<file path="config.mk">
export PLATFORM = sky130hd
export DESIGN_NAME = sft_transmitter
export DESIGN_NICKNAME = d
export VERILOG_FILES = /design/src/rtl/sft_pkg.sv /design/src/rtl/sft_transmitter.sv
export SDC_FILE = /design/constraint.sdc
export NUM_CORES = 1
export LEC_CHECK = 0
export ABC_AREA = 1
export BUFFER_PORTS_ARGS = -buffer_cell sky130_fd_sc_hd__buf_2
export CORE_AREA = 2 2 168 137
export DETAILED_ROUTE_END_ITERATION = 16
export DIE_AREA = 0 0 170 139
export PLACE_DENSITY_LB_ADDON = 0.2
export SLEW_MARGIN = 20
export SYNTH_ARGS = -nofsm -noshare
export SYNTH_HDL_FRONTEND = slang
export SYNTH_SLANG_ARGS = --single-unit
export TNS_END_PERCENT = 5
</file>
<file path="constraint.sdc">
create_clock -name pclk -period 5.9 [get_ports pclk]
set_input_delay 0.59 -clock pclk [delete_from_list [all_inputs] [get_ports pclk]]
set_output_delay 0.59 -clock pclk [all_outputs]
set_load 0.01 [all_outputs]
</file>
<file path="src/rtl/sft_pkg.sv">
// shared constants, states and config layout for the sent field transmitter
package sft_pkg;
   // timing
   localparam int CLK_PERIOD_NS = 20;
   localparam int TICK_US = 5;
   localparam int TICK_CYC = (TICK_US * 1000) / CLK_PERIOD_NS;
   localparam logic [15:0] TICK_DIV_RST = TICK_CYC[15:0];
   localparam logic [8:0] SYNC_TICKS = 9'h038;
   localparam logic [8:0] NIB_BASE_TICKS = 9'h00c;
   localparam logic [8:0] PAUSE_TICKS = 9'h100;
   localparam logic [8:0] PAUSE_LOW_TICKS = 9'h00c;
   localparam logic [8:0] PULSE_LOW_TICKS = 9'h005;
   localparam logic [8:0] RESUME_TICKS = 9'h00c;
   localparam logic [8:0] HOLD_DETECT_TICKS = 9'h09a;
   localparam logic [2:0] LAST_NIB = 3'h7;
   localparam logic [4:0] BIST_MSGS = 5'h10;
   localparam logic [4:0] BIST_HALF = 5'h08;
   // checksum
   localparam logic [3:0] CRC_SEED = 4'h5;
   localparam logic [4:0] CRC_POLY = 5'h1d;
   // status nibble codes
   localparam logic [1:0] ST_NORMAL = 2'h0;
   localparam logic [1:0] ST_ERROR = 2'h1;
   localparam logic [1:0] ST_BIST_POS = 2'h2;
   localparam logic [1:0] ST_BIST_NEG = 2'h3;
   // apb map, byte addresses
   localparam logic [7:0] ADDR_CTRL = 8'h00;
   localparam logic [7:0] ADDR_TICK = 8'h04;
   localparam logic [7:0] ADDR_STATUS = 8'h08;
   localparam logic [7:0] ADDR_FIELD = 8'h0c;
   localparam logic [3:0] CTRL_RST = 4'h1;

   typedef enum logic [2:0] {
      FS_IDLE,
      FS_SYNC,
      FS_NIB,
      FS_PAUSE,
      FS_HOLD,
      FS_RESUME
   } sft_state_t;

   typedef struct packed {
      logic coil_pin_en;
      logic full_scale;
      logic pause_en;
      logic enable;
   } sft_cfg_t;
endpackage

</file>
<file path="src/rtl/sft_transmitter.sv">
// sent field transmitter: frame engine, self-test control and apb registers
module sft_transmitter (
   input wire logic pclk, // 50 MHz bus and core clock
   input wire logic presetn, // async reset, active low
   input wire logic psel, // apb select
   input wire logic penable, // apb access phase
   input wire logic pwrite, // apb direction
   input wire logic [7:0] paddr, // apb byte address
   input wire logic [31:0] pwdata, // apb write data
   output logic [31:0] prdata, // apb read data
   output logic pready, // apb ready
   output logic pslverr, // apb error on unmapped address
   input wire logic [11:0] field_in, // converted field word, same clock
   input wire logic sensor_error, // front end error flag, same clock
   output logic conv_start, // one-cycle pulse: start a conversion
   output logic full_scale_sel, // 0: 20.47 mT, 1: 204.7 mT range
   output logic coil_on, // test coil enable
   output logic coil_neg, // test coil polarity negative
   input wire logic sensor_output_pin_i, // wire level of the open-collector output
   output logic sensor_output_pin_o, // driven level, always low
   output logic sensor_output_pin_oe, // high while pulling the wire low
   input wire logic coil_test_pin_n, // self-test pin, active low
   input wire logic sleep_request_pin // sleep request, active high
);
   // input synchronisers: bit0 line, bit1 test pin, bit2 sleep pin
   logic [2:0] meta_q;
   logic [2:0] sync_q;
   wire line_s = sync_q[0];
   wire coil_pin_low_s = ~sync_q[1];
   wire sleep_s = sync_q[2];

   sft_pkg::sft_cfg_t cfg_q;
   logic [15:0] tick_div_q;
   logic [15:0] div_cnt_q;
   logic tick_q;
   sft_pkg::sft_state_t state_q;
   logic [8:0] tcnt_q;
   logic [2:0] nib_idx_q;
   logic [3:0] status_q;
   logic [11:0] field_q;
   logic [7:0] roll_q;
   logic [8:0] low_cnt_q;
   logic [4:0] bist_left_q;
   logic pin_coil_q;
   logic pin_neg_q;
   logic coil_pin_prev_q;
   logic oe_q;
   logic conv_q;
   logic coil_on_q;
   logic coil_neg_q;
   logic [31:0] prdata_q;
   logic pready_q;
   logic pslverr_q;

   // multiply by x^4 modulo the crc polynomial
   function automatic logic [3:0] crc_shift4(input logic [3:0] c);
      logic [4:0] r;
      r = {1'b0, c};
      for (int i = 0; i < 4; i++) begin
         r = {r[3:0], 1'b0};
         if (r[4]) begin
            r = r ^ sft_pkg::CRC_POLY;
         end
      end
      return r[3:0];
   endfunction

   // nibble order of one message
   function automatic logic [3:0] nib_sel(input logic [2:0] idx, input logic [3:0] st,
                                          input logic [11:0] fld, input logic [7:0] rc);
      logic [3:0] d [6];
      logic [3:0] crc;
      d[0] = fld[11:8];
      d[1] = fld[7:4];
      d[2] = fld[3:0];
      d[3] = rc[7:4];
      d[4] = rc[3:0];
      d[5] = ~fld[11:8];
      crc = sft_pkg::CRC_SEED;
      for (int i = 0; i < 6; i++) begin
         crc = crc_shift4(crc) ^ d[i];
      end
      crc = crc_shift4(crc);
      case (idx)
         3'h0: nib_sel = st;
         3'h7: nib_sel = crc;
         default: nib_sel = d[idx - 3'h1];
      endcase
   endfunction

   // pulse geometry
   wire [3:0] cur_nib = nib_sel(nib_idx_q, status_q, field_q, roll_q);
   wire [8:0] nib_len = sft_pkg::NIB_BASE_TICKS + {5'h00, cur_nib};
   wire [8:0] pulse_len = (state_q == sft_pkg::FS_SYNC) ? sft_pkg::SYNC_TICKS :
                          (state_q == sft_pkg::FS_PAUSE) ? sft_pkg::PAUSE_TICKS :
                          (state_q == sft_pkg::FS_RESUME) ? sft_pkg::RESUME_TICKS : nib_len;
   wire [8:0] low_len = (state_q == sft_pkg::FS_PAUSE) ? sft_pkg::PAUSE_LOW_TICKS
                                                       : sft_pkg::PULSE_LOW_TICKS;
   wire sending = (state_q == sft_pkg::FS_SYNC) || (state_q == sft_pkg::FS_NIB) ||
                  (state_q == sft_pkg::FS_PAUSE);
   wire pulse_end = tick_q && (tcnt_q + 9'h001 == pulse_len);
   wire frame_end = pulse_end && (state_q == sft_pkg::FS_NIB) &&
                    (nib_idx_q == sft_pkg::LAST_NIB);
   wire run_ok = cfg_q.enable && !sleep_s;
   wire hold_seen = sending && !cfg_q.coil_pin_en &&
                    (low_cnt_q == sft_pkg::HOLD_DETECT_TICKS);
   wire drive_low = sending && run_ok && !hold_seen && (tcnt_q < low_len);

   // status of the coming message
   wire bist_act = (bist_left_q != 5'h00);
   wire bist_pos = bist_left_q > sft_pkg::BIST_HALF;
   wire [1:0] st_code = bist_act ? (bist_pos ? sft_pkg::ST_BIST_POS : sft_pkg::ST_BIST_NEG) :
                        (cfg_q.coil_pin_en && pin_coil_q) ?
                           (pin_neg_q ? sft_pkg::ST_BIST_NEG : sft_pkg::ST_BIST_POS) :
                        sensor_error ? sft_pkg::ST_ERROR : sft_pkg::ST_NORMAL;
   wire [3:0] st_nib = {2'b00, st_code};

   always_ff @(posedge pclk or negedge presetn) begin
      if (!presetn) begin
         meta_q <= 3'h7;
         sync_q <= 3'h7;
      end else begin
         meta_q <= {sleep_request_pin, coil_test_pin_n, sensor_output_pin_i};
         sync_q <= meta_q;
      end
   end

   // tick divider; a change of the period applies at once to the running count
   always_ff @(posedge pclk or negedge presetn) begin
      if (!presetn) begin
         div_cnt_q <= 16'h0000;
         tick_q <= 1'b0;
      end else if (div_cnt_q + 16'h0001 >= tick_div_q) begin
         div_cnt_q <= 16'h0000;
         tick_q <= 1'b1;
      end else begin
         div_cnt_q <= div_cnt_q + 16'h0001;
         tick_q <= 1'b0;
      end
   end

   // consecutive low ticks on the wire, ours never exceed the pause low phase
   always_ff @(posedge pclk or negedge presetn) begin
      if (!presetn) begin
         low_cnt_q <= 9'h000;
      end else if (line_s || !sending) begin
         low_cnt_q <= 9'h000;
      end else if (tick_q && low_cnt_q != sft_pkg::HOLD_DETECT_TICKS) begin
         low_cnt_q <= low_cnt_q + 9'h001;
      end
   end

   // frame engine
   always_ff @(posedge pclk or negedge presetn) begin
      if (!presetn) begin
         state_q <= sft_pkg::FS_IDLE;
         tcnt_q <= 9'h000;
         nib_idx_q <= 3'h0;
         status_q <= 4'h0;
         field_q <= 12'h800;
         roll_q <= 8'h00;
         bist_left_q <= 5'h00;
         conv_q <= 1'b0;
      end else begin
         conv_q <= 1'b0;
         if (!run_ok) begin
            state_q <= sft_pkg::FS_IDLE;
            tcnt_q <= 9'h000;
         end else if (hold_seen) begin
            state_q <= sft_pkg::FS_HOLD;
            tcnt_q <= 9'h000;
         end else begin
            case (state_q)
               sft_pkg::FS_IDLE: begin
                  state_q <= sft_pkg::FS_SYNC;
                  tcnt_q <= 9'h000;
                  conv_q <= 1'b1;
               end
               sft_pkg::FS_HOLD: begin
                  if (line_s) begin
                     state_q <= sft_pkg::FS_RESUME;
                     tcnt_q <= 9'h000;
                     bist_left_q <= sft_pkg::BIST_MSGS;
                  end
               end
               default: begin
                  if (pulse_end) begin
                     tcnt_q <= 9'h000;
                     case (state_q)
                        sft_pkg::FS_SYNC: begin
                           state_q <= sft_pkg::FS_NIB;
                           nib_idx_q <= 3'h0;
                           status_q <= st_nib;
                           field_q <= field_in;
                        end
                        sft_pkg::FS_NIB: begin
                           nib_idx_q <= nib_idx_q + 3'h1;
                           if (nib_idx_q == sft_pkg::LAST_NIB) begin
                              roll_q <= roll_q + 8'h01;
                              if (bist_act) begin
                                 bist_left_q <= bist_left_q - 5'h01;
                              end
                              state_q <= cfg_q.pause_en ? sft_pkg::FS_PAUSE
                                                        : sft_pkg::FS_SYNC;
                              conv_q <= !cfg_q.pause_en;
                           end
                        end
                        default: begin
                           state_q <= sft_pkg::FS_SYNC;
                           conv_q <= 1'b1;
                        end
                     endcase
                  end else if (tick_q) begin
                     tcnt_q <= tcnt_q + 9'h001;
                  end
               end
            endcase
         end
      end
   end

   // dedicated test pin: coil on while low, polarity flips per activation
   always_ff @(posedge pclk or negedge presetn) begin
      if (!presetn) begin
         coil_pin_prev_q <= 1'b0;
         pin_coil_q <= 1'b0;
         pin_neg_q <= 1'b1;
      end else begin
         coil_pin_prev_q <= coil_pin_low_s;
         pin_coil_q <= cfg_q.coil_pin_en && coil_pin_low_s;
         if (cfg_q.coil_pin_en && coil_pin_low_s && !coil_pin_prev_q) begin
            pin_neg_q <= ~pin_neg_q;
         end
      end
   end

   // pin and coil outputs
   always_ff @(posedge pclk or negedge presetn) begin
      if (!presetn) begin
         oe_q <= 1'b0;
         coil_on_q <= 1'b0;
         coil_neg_q <= 1'b0;
      end else begin
         oe_q <= drive_low;
         coil_on_q <= bist_act || pin_coil_q;
         coil_neg_q <= bist_act ? !bist_pos : pin_neg_q;
      end
   end

   // apb slave: one wait-free access phase, answer registered in setup
   wire setup = psel && !penable;
   wire wr_access = psel && penable && pwrite && pready_q;
   wire addr_ok = (paddr == sft_pkg::ADDR_CTRL) || (paddr == sft_pkg::ADDR_TICK) ||
                  (paddr == sft_pkg::ADDR_STATUS) || (paddr == sft_pkg::ADDR_FIELD);
   wire [31:0] rd_mux = (paddr == sft_pkg::ADDR_CTRL) ? {28'h0000_000, cfg_q} :
                        (paddr == sft_pkg::ADDR_TICK) ? {16'h0000, tick_div_q} :
                        (paddr == sft_pkg::ADDR_STATUS) ?
                           {1'b0, bist_left_q, 5'h00, state_q, coil_neg_q,
                            coil_on_q, roll_q, 4'h0, status_q} :
                        (paddr == sft_pkg::ADDR_FIELD) ? {20'h0000_0, field_q} : 32'h0000_0000;

   always_ff @(posedge pclk or negedge presetn) begin
      if (!presetn) begin
         pready_q <= 1'b0;
         pslverr_q <= 1'b0;
         prdata_q <= 32'h0000_0000;
      end else begin
         pready_q <= setup;
         pslverr_q <= setup && !addr_ok;
         prdata_q <= (setup && !pwrite) ? rd_mux : 32'h0000_0000;
      end
   end

   always_ff @(posedge pclk or negedge presetn) begin
      if (!presetn) begin
         cfg_q <= sft_pkg::CTRL_RST;
         tick_div_q <= sft_pkg::TICK_DIV_RST;
      end else if (wr_access && paddr == sft_pkg::ADDR_CTRL) begin
         cfg_q <= pwdata[3:0];
      end else if (wr_access && paddr == sft_pkg::ADDR_TICK && pwdata[15:0] != 16'h0000) begin
         tick_div_q <= pwdata[15:0];
      end
   end

   assign prdata = prdata_q;
   assign pready = pready_q;
   assign pslverr = pslverr_q;
   assign conv_start = conv_q;
   assign full_scale_sel = cfg_q.full_scale;
   assign coil_on = coil_on_q;
   assign coil_neg = coil_neg_q;
   assign sensor_output_pin_o = 1'b0;
   assign sensor_output_pin_oe = oe_q;
endmodule

</file>
* After elaboration in Yosys (flattened, before gate mapping)
Cells that the tools add are included.
** Storage, ports and cells
- Bits in registers :: 134
** Cells by class
- Equal/unequal tests :: 17
- Muxes and demuxes :: 74
- Magnitude comparators :: 4
- Bitwise operators :: 38
- Reduce and logical (&&, ||, !) cells :: 56
- Add/subtract/negate cells :: 8
** Operator list (count)
- $mux W31 :: 4
- $mux W4 :: 27
- $mux W9 :: 9
- $not A3 Y3 :: 24
- $mux W5 :: 6
- $logic_and A1 B1 Y1 :: 20
- $xor A4 B4 Y4 :: 5
- $add A9 B1 Y9 const B :: 2
- $pmux W3 S2 :: 3
- $pmux W9 S2 :: 1
- $add A16 B1 Y16 const B :: 1
- $eq A8 B4 Y1 const B :: 2
- $ge A16 B16 Y1 :: 1
- $mux W16 :: 1
- $reduce_bool A16 Y1 :: 1
- $mux W3 :: 5
- $bmux W4 S3 :: 1
- $mux W12 :: 1
- $ne A6 B3 Y1 const B :: 2
- $reduce_bool A2 Y1 :: 6
- $logic_not A1 Y1 :: 10
- $pmux W5 S2 :: 1
- $reduce_and A5 Y1 :: 2
- $eq A3 B3 Y1 const B :: 3
- 34 further kinds :: 59

* Logic depth before layout (Yosys ltp)
- Word-level depth :: 65
- Gate-level depth with buffers :: 39
- Gate-level depth less buffers :: 38

* Worst setup path after synthesis
Ideal clock, no wire load.
- Kind :: reg2reg
- From :: register field_q[11]
- To :: register bist_left_q[0]
- Slack :: 2.067 ns
- Data arrival time :: 3.716 ns
- Clock period less this slack :: 3.833 ns
- Library setup time :: 0.117 ns
- Stages on the path, launching flop included :: 39
- Cell sequence :: dfstp_2 > buf_2 > inv_1 > nand2_1 > nand2_1 > nand2_1 > nand2_2 > inv_2 > nand2_1 > nand2_1 > nand2_1 > nand2_1 > nand2_2 > nand2_1 > nand2_1 > nand2_1 > nand2_1 > nand2_2 > [... 3 more ...] > nand2_1 > nand3_1 > nand2_2 > inv_1 > ha_1 > o31ai_1 > xor2_1 > nand3b_1 > nor4_1 > nand2_1 > nor2_1 > nand2_1 > nor2_4 > nand3_4 > nand2_1 > nand2_1 > nand2_1 > nand2_1
** Between the ends
- Word-level cells in the longest chain between the ends :: 50
** RTL lines
- start: declaration :: RTL line sft_transmitter.sv:40 : logic [11:0] field_q;
- start signal: assignment :: RTL line sft_transmitter.sv:194 : field_q <= field_in;
- $mux W4 :: RTL line sft_transmitter.sv:61 : if (r[4]) begin
- $mux W4 or $not A3 Y3 (tied branches)
- $not A3 Y3 (no line) or $mux W4 (tied branches)
- $mux W4 :: RTL line sft_transmitter.sv:61
- $not A3 Y3 (no line) or $mux W4 (tied branches)
- $mux W4 or $xor A4 B4 Y4 (tied branches) :: RTL line sft_transmitter.sv:61, sft_transmitter.sv:81
- $xor A4 B4 Y4 or $not A3 Y3 (tied branches)
- $mux W4 :: RTL line sft_transmitter.sv:61
- [... 34 more ...]
- $add A4 B4 Y5 * :: RTL line sft_transmitter.sv:93 : wire [8:0] nib_len = sft_pkg::NIB_BASE_TICKS + {5'h00, cur_nib};
- $mux W5 * :: RTL line sft_transmitter.sv:96 : (state_q == sft_pkg::FS_RESUME) ? sft_pkg::RESUME_TICKS : nib_len;
- $mux W9 * :: RTL line sft_transmitter.sv:95 : (state_q == sft_pkg::FS_PAUSE) ? sft_pkg::PAUSE_TICKS :
- $mux W9 * :: RTL line sft_transmitter.sv:94 : wire [8:0] pulse_len = (state_q == sft_pkg::FS_SYNC) ? sft_pkg::SYNC_TICKS :
- $eq A9 B9 Y1 * :: RTL line sft_transmitter.sv:101 : wire pulse_end = tick_q && (tcnt_q + 9'h001 == pulse_len);
- $logic_and A1 B1 Y1 * :: RTL line sft_transmitter.sv:101
- $reduce_bool A2 Y1 (no line) *
- $reduce_and A8 Y1 (no line) *
- end signal: assignment :: RTL line sft_transmitter.sv:183 : bist_left_q <= sft_pkg::BIST_MSGS;
- end signal: assignment :: RTL line sft_transmitter.sv:201 : bist_left_q <= bist_left_q - 5'h01;
- end: declaration :: RTL line sft_transmitter.sv:43 : logic [4:0] bist_left_q;
Mark *: on every way between the ends. The rest lies on a longest branch, timed or not. The select of a mux whose other input is x is not followed.
A chain may end at the register's enable or synchronous reset.

* Final worst setup path
- From :: register field_q[10]
- To :: register field_q[5]
** Between the ends
- Word-level cells in the longest chain between the ends :: 49
** RTL lines
- $not A3 Y3 (no line)
- $mux W4 (2 in a row) :: RTL line sft_transmitter.sv:61
- $not A3 Y3 (no line) or $mux W4 (tied branches)
- $mux W4 or $not A3 Y3 (tied branches)
- $mux W4 or $xor A4 B4 Y4 (tied branches) :: RTL line sft_transmitter.sv:61, sft_transmitter.sv:81
- $xor A4 B4 Y4 or $not A3 Y3 (tied branches)
- $mux W4 or $not A3 Y3 (tied branches)
- $not A3 Y3 (no line) or $mux W4 (tied branches)
- [... 32 more ...]
- $pmux W4 S2 * :: RTL line sft_transmitter.sv:84 : case (idx)
- $add A4 B4 Y5 * :: RTL line sft_transmitter.sv:93
- $mux W5 * :: RTL line sft_transmitter.sv:96
- $mux W9 * :: RTL line sft_transmitter.sv:95
- $mux W9 * :: RTL line sft_transmitter.sv:94
- $eq A9 B9 Y1 * :: RTL line sft_transmitter.sv:101
- $logic_and A1 B1 Y1 * :: RTL line sft_transmitter.sv:101
- $reduce_and A5 Y1 (no line) *
Marks and branches as above.

==> results.md <==
* Status: complete, no violations
* Largest stage delay on the critical path at 0.53 ns
* FF+latch count, synth at 129
* H-tree levels at 4
* Highest Clock Rate at 221 MHz
* Area growth from synthesis to layout at 16.3%
* Leading area contributor after synthesis: dfrtp_1
* CP max FO at 26
* Layout Nets at 1,154
* Worst-margin pin slew at 0.988 ns
* Worst-case headroom to the max-slew limit at 33.6%
* Final worst path period share at 76.6%
* Detailed-route wire length at 19,600 um
* Worst slack at placement at 1.36 ns
* Static Leak at 0.00448 uW
* Clock insertion delay at the later pin of the skew report at 0.43 ns
* Sum of net half-perimeters after detailed placement at 14,600 um
* Final critical-path setup slack at 1.38 ns
* Count of mapped cells out of synthesis at 984
* Layout Skew at 0.0109 ns
* CTS-repair resized insts at 0
* Total core area at 0.0221 mm2
* Worst Reg-to-Reg Cells at 34
* Number of max-slew violations in the final report at 0
* Count of nets left with antenna violations after detail routing at 0
* Minimum hold slack at 0.138 ns
* Post-synth cell types at 50
* Worst min-delay path class: in -> async
* Most frequent standard cell in the layout excluding fill and tap cells: nand2_1
* Number of global-route vias before repair at 6,012
* Unrepaired setup endpoints after global routing: false
* Vias/cell at 4.75
* Global router's overall resource usage at 17.4%
* Die Area at 0.0236 mm2
* Portion of synthesized cell area occupied by the leading cell type at 37.7%
* Buffer depth of the longest clock path at 2
* Number of setup buffers added after CTS at 0
* Post-route setup TNS at 0 ns
* Startpoint Class: flop
* Clock-pin slew on the worst setup and hold paths at 0.06 ns
* Total DRC errors in the routed layout at 0
* Antenna violations before repair at 1
* CTS tree: built
* Port buffer count at 77
* Largest voltage drop on the vdd net at 180 uV
* Ys flop type: dfrtp_1
* Reg2Reg Capture Point: field_q[5]
* Site row count at 49
* Max Cap Viol at 0
* Die height at 139 um
* Count of warnings emitted by yosys at 0
* Clock root cell: clkbuf_16
* DR iter-0 viols at 444
* Initial Util at 34.3%
* Post-Synthesis Mean Instance Area at 7.69 um2
* Number of primary I/O pins at 101
* Count of flip-flops with a built-in enable after synthesis at 0
* Worst setup slack for register-to-register paths at 1.38 ns
* Power per cell area at 235 mW/mm2
* Final RePlAce weighted congestion at 0.889
* Minimum clock period at 4.52 ns
* DR vias at 6,442
* Category of the critical setup timing path: reg -> reg
* Arrival time of data at the critical path endpoint at 4.88 ns
* Total clock buffers created by CTS at 17
* TritonRoute pass-1 iters at 5
* Critical-path top delay cell: dfrtp_1
* Endpoints failing hold at 0
* RR Startpoint: field_q[10]
* Post-Synthesis Cell Area at 0.00757 mm2
* Most frequent cells in the layout: nand2_1 (233), inv_1 (150), dfrtp_1 (114), buf_2 (76), nand3_1 (74)
* First-pass GRT wire length at 32,000 um
* CP Capture Type: flop
* Total power draw at 2060 uW
* Hold-fix buffers at CTS at 0
* Global-route congestion overflow total at 0
* Ratio of cells with drive above 1 in the final layout at 15.5%
* Synth area leaders: dfrtp_1 (38%), nand2_1 (12%), inv_1 (7.4%)
* Number of clock sinks at 129
* Fraction of registers with async set or reset after synthesis at 100%
* Required time of the critical path at 6.26 ns
* Register area share after synthesis at 42.9%
* Wire per inst at 14.4 um
* Width of the die at 170 um
* Maximum number of pins on one net before global-route repair at 69
* Final core utilization at 39.9%
* Total of endpoints with negative setup slack in the final report at 0
-- worst max-delay path by stage --
stage	start	end	cells past startpoint
after floorplan	field_q[11]	bist_left_q[0]	38
after global placement	field_q[10]	field_q[6]	33
after detailed placement	field_q[10]	field_q[10]	33
after CTS	field_q[10]	field_q[6]	33
after global routing	field_q[10]	field_q[7]	35
final	field_q[10]	field_q[5]	34
-- worst max-delay path: cells and delay by family, from the launching register on --
kind / cells / cell delay (ns)
adders and majority gates: 1 / 0.19
buffers and inverters: 4 / 0.40
DFF: 1 / 0.53
AOI/OAI and AO/OA: 1 / 0.30
and+or+nand+nor: 27 / 2.87
xor gates and xnor gates: 1 / 0.17
-- report_power, final --
part	internal [uW]	switching (uW)	leakage [uW]
logic	38.9	84.3	0.00252
registers	897	9.07	0.00168
clock network	599	435	0.000278
-- per-stage QoR --
| stage | area [um2] | std cells |
|---|---|---|
| floorplan | 7590 | 990 |
| global placement | 8220 | 1325 |
| detailed placement | 8220 | 1325 |
| CTS | 8790 | 1356 |
| global route | 8800 | 1357 |
| finish | 8800 | 1357 |
-- cells by family (layout without fill, tap and decap cells) --
logic type      after synthesis  in the layout  synth area share (%)
compound gates              133            133                  10.2
xor+xnor                     43             43                  4.98
fa+ha+maj                    29             29                  4.80
buf+inv                     188            274                  10.1
flops                       129            129                  42.9
other cells                   1              8                0.0496
simple gates                461            461                  27.0
-- registers in the layout (all words and copies together), names as in the netlist, 2 cells and up --
name	flops
sync_q	3
field_q	12
meta_q	3
cfg_q	3
div_cnt_q	16
prdata	26
status_q	2
state_q	3
tcnt_q	9
bist_left_q	5
roll_q	8
low_cnt_q	9
tick_div_q	16
nib_idx_q	3
-- cells in the mapped netlist, types with 2 or more instances --
library cell and n:
nand2_1 233, inv_1 150, dfrtp_1 114, nand3_1 74, nor2_1 73, o21ai_0 54, a21oi_1 43, xor2_1 34
ha_1 29, nor3_1 24, nand2_2 19, dfstp_2 15, nand4_1 14, clkbuf_1 11, a211oi_1 10, buf_4 9
xnor2_1 9, nor4_1 8, inv_2 7, buf_2 4, clkinv_1 4, o221ai_1 4, a221oi_1 3, buf_6 3
nor2_2 3, o211ai_1 3, or2_2 3, a311oi_1 2, a31oi_1 2, nand3b_1 2, o21ai_1 2
-- area by class of cell --
type                    count  area [um2]
diodes                      1        2.50
clock buffers              19         443
clock inverters            12         124
fillers                  2293       13300
inverters                 161         604
multi-input cells         673        3600
flip-flops and latches    129        3250
well taps                 280         350
repair buffers             82         429
-- routing by layer --
metal	GRT usage [%]	wire length, um	share of wire (%)
met4	4.99	171	0.87
met5	0	0	0
met3	3.25	924	4.7
met1	27.1	10300	53
met2	24.3	8160	42
Power figures use the tool's default switching activity.
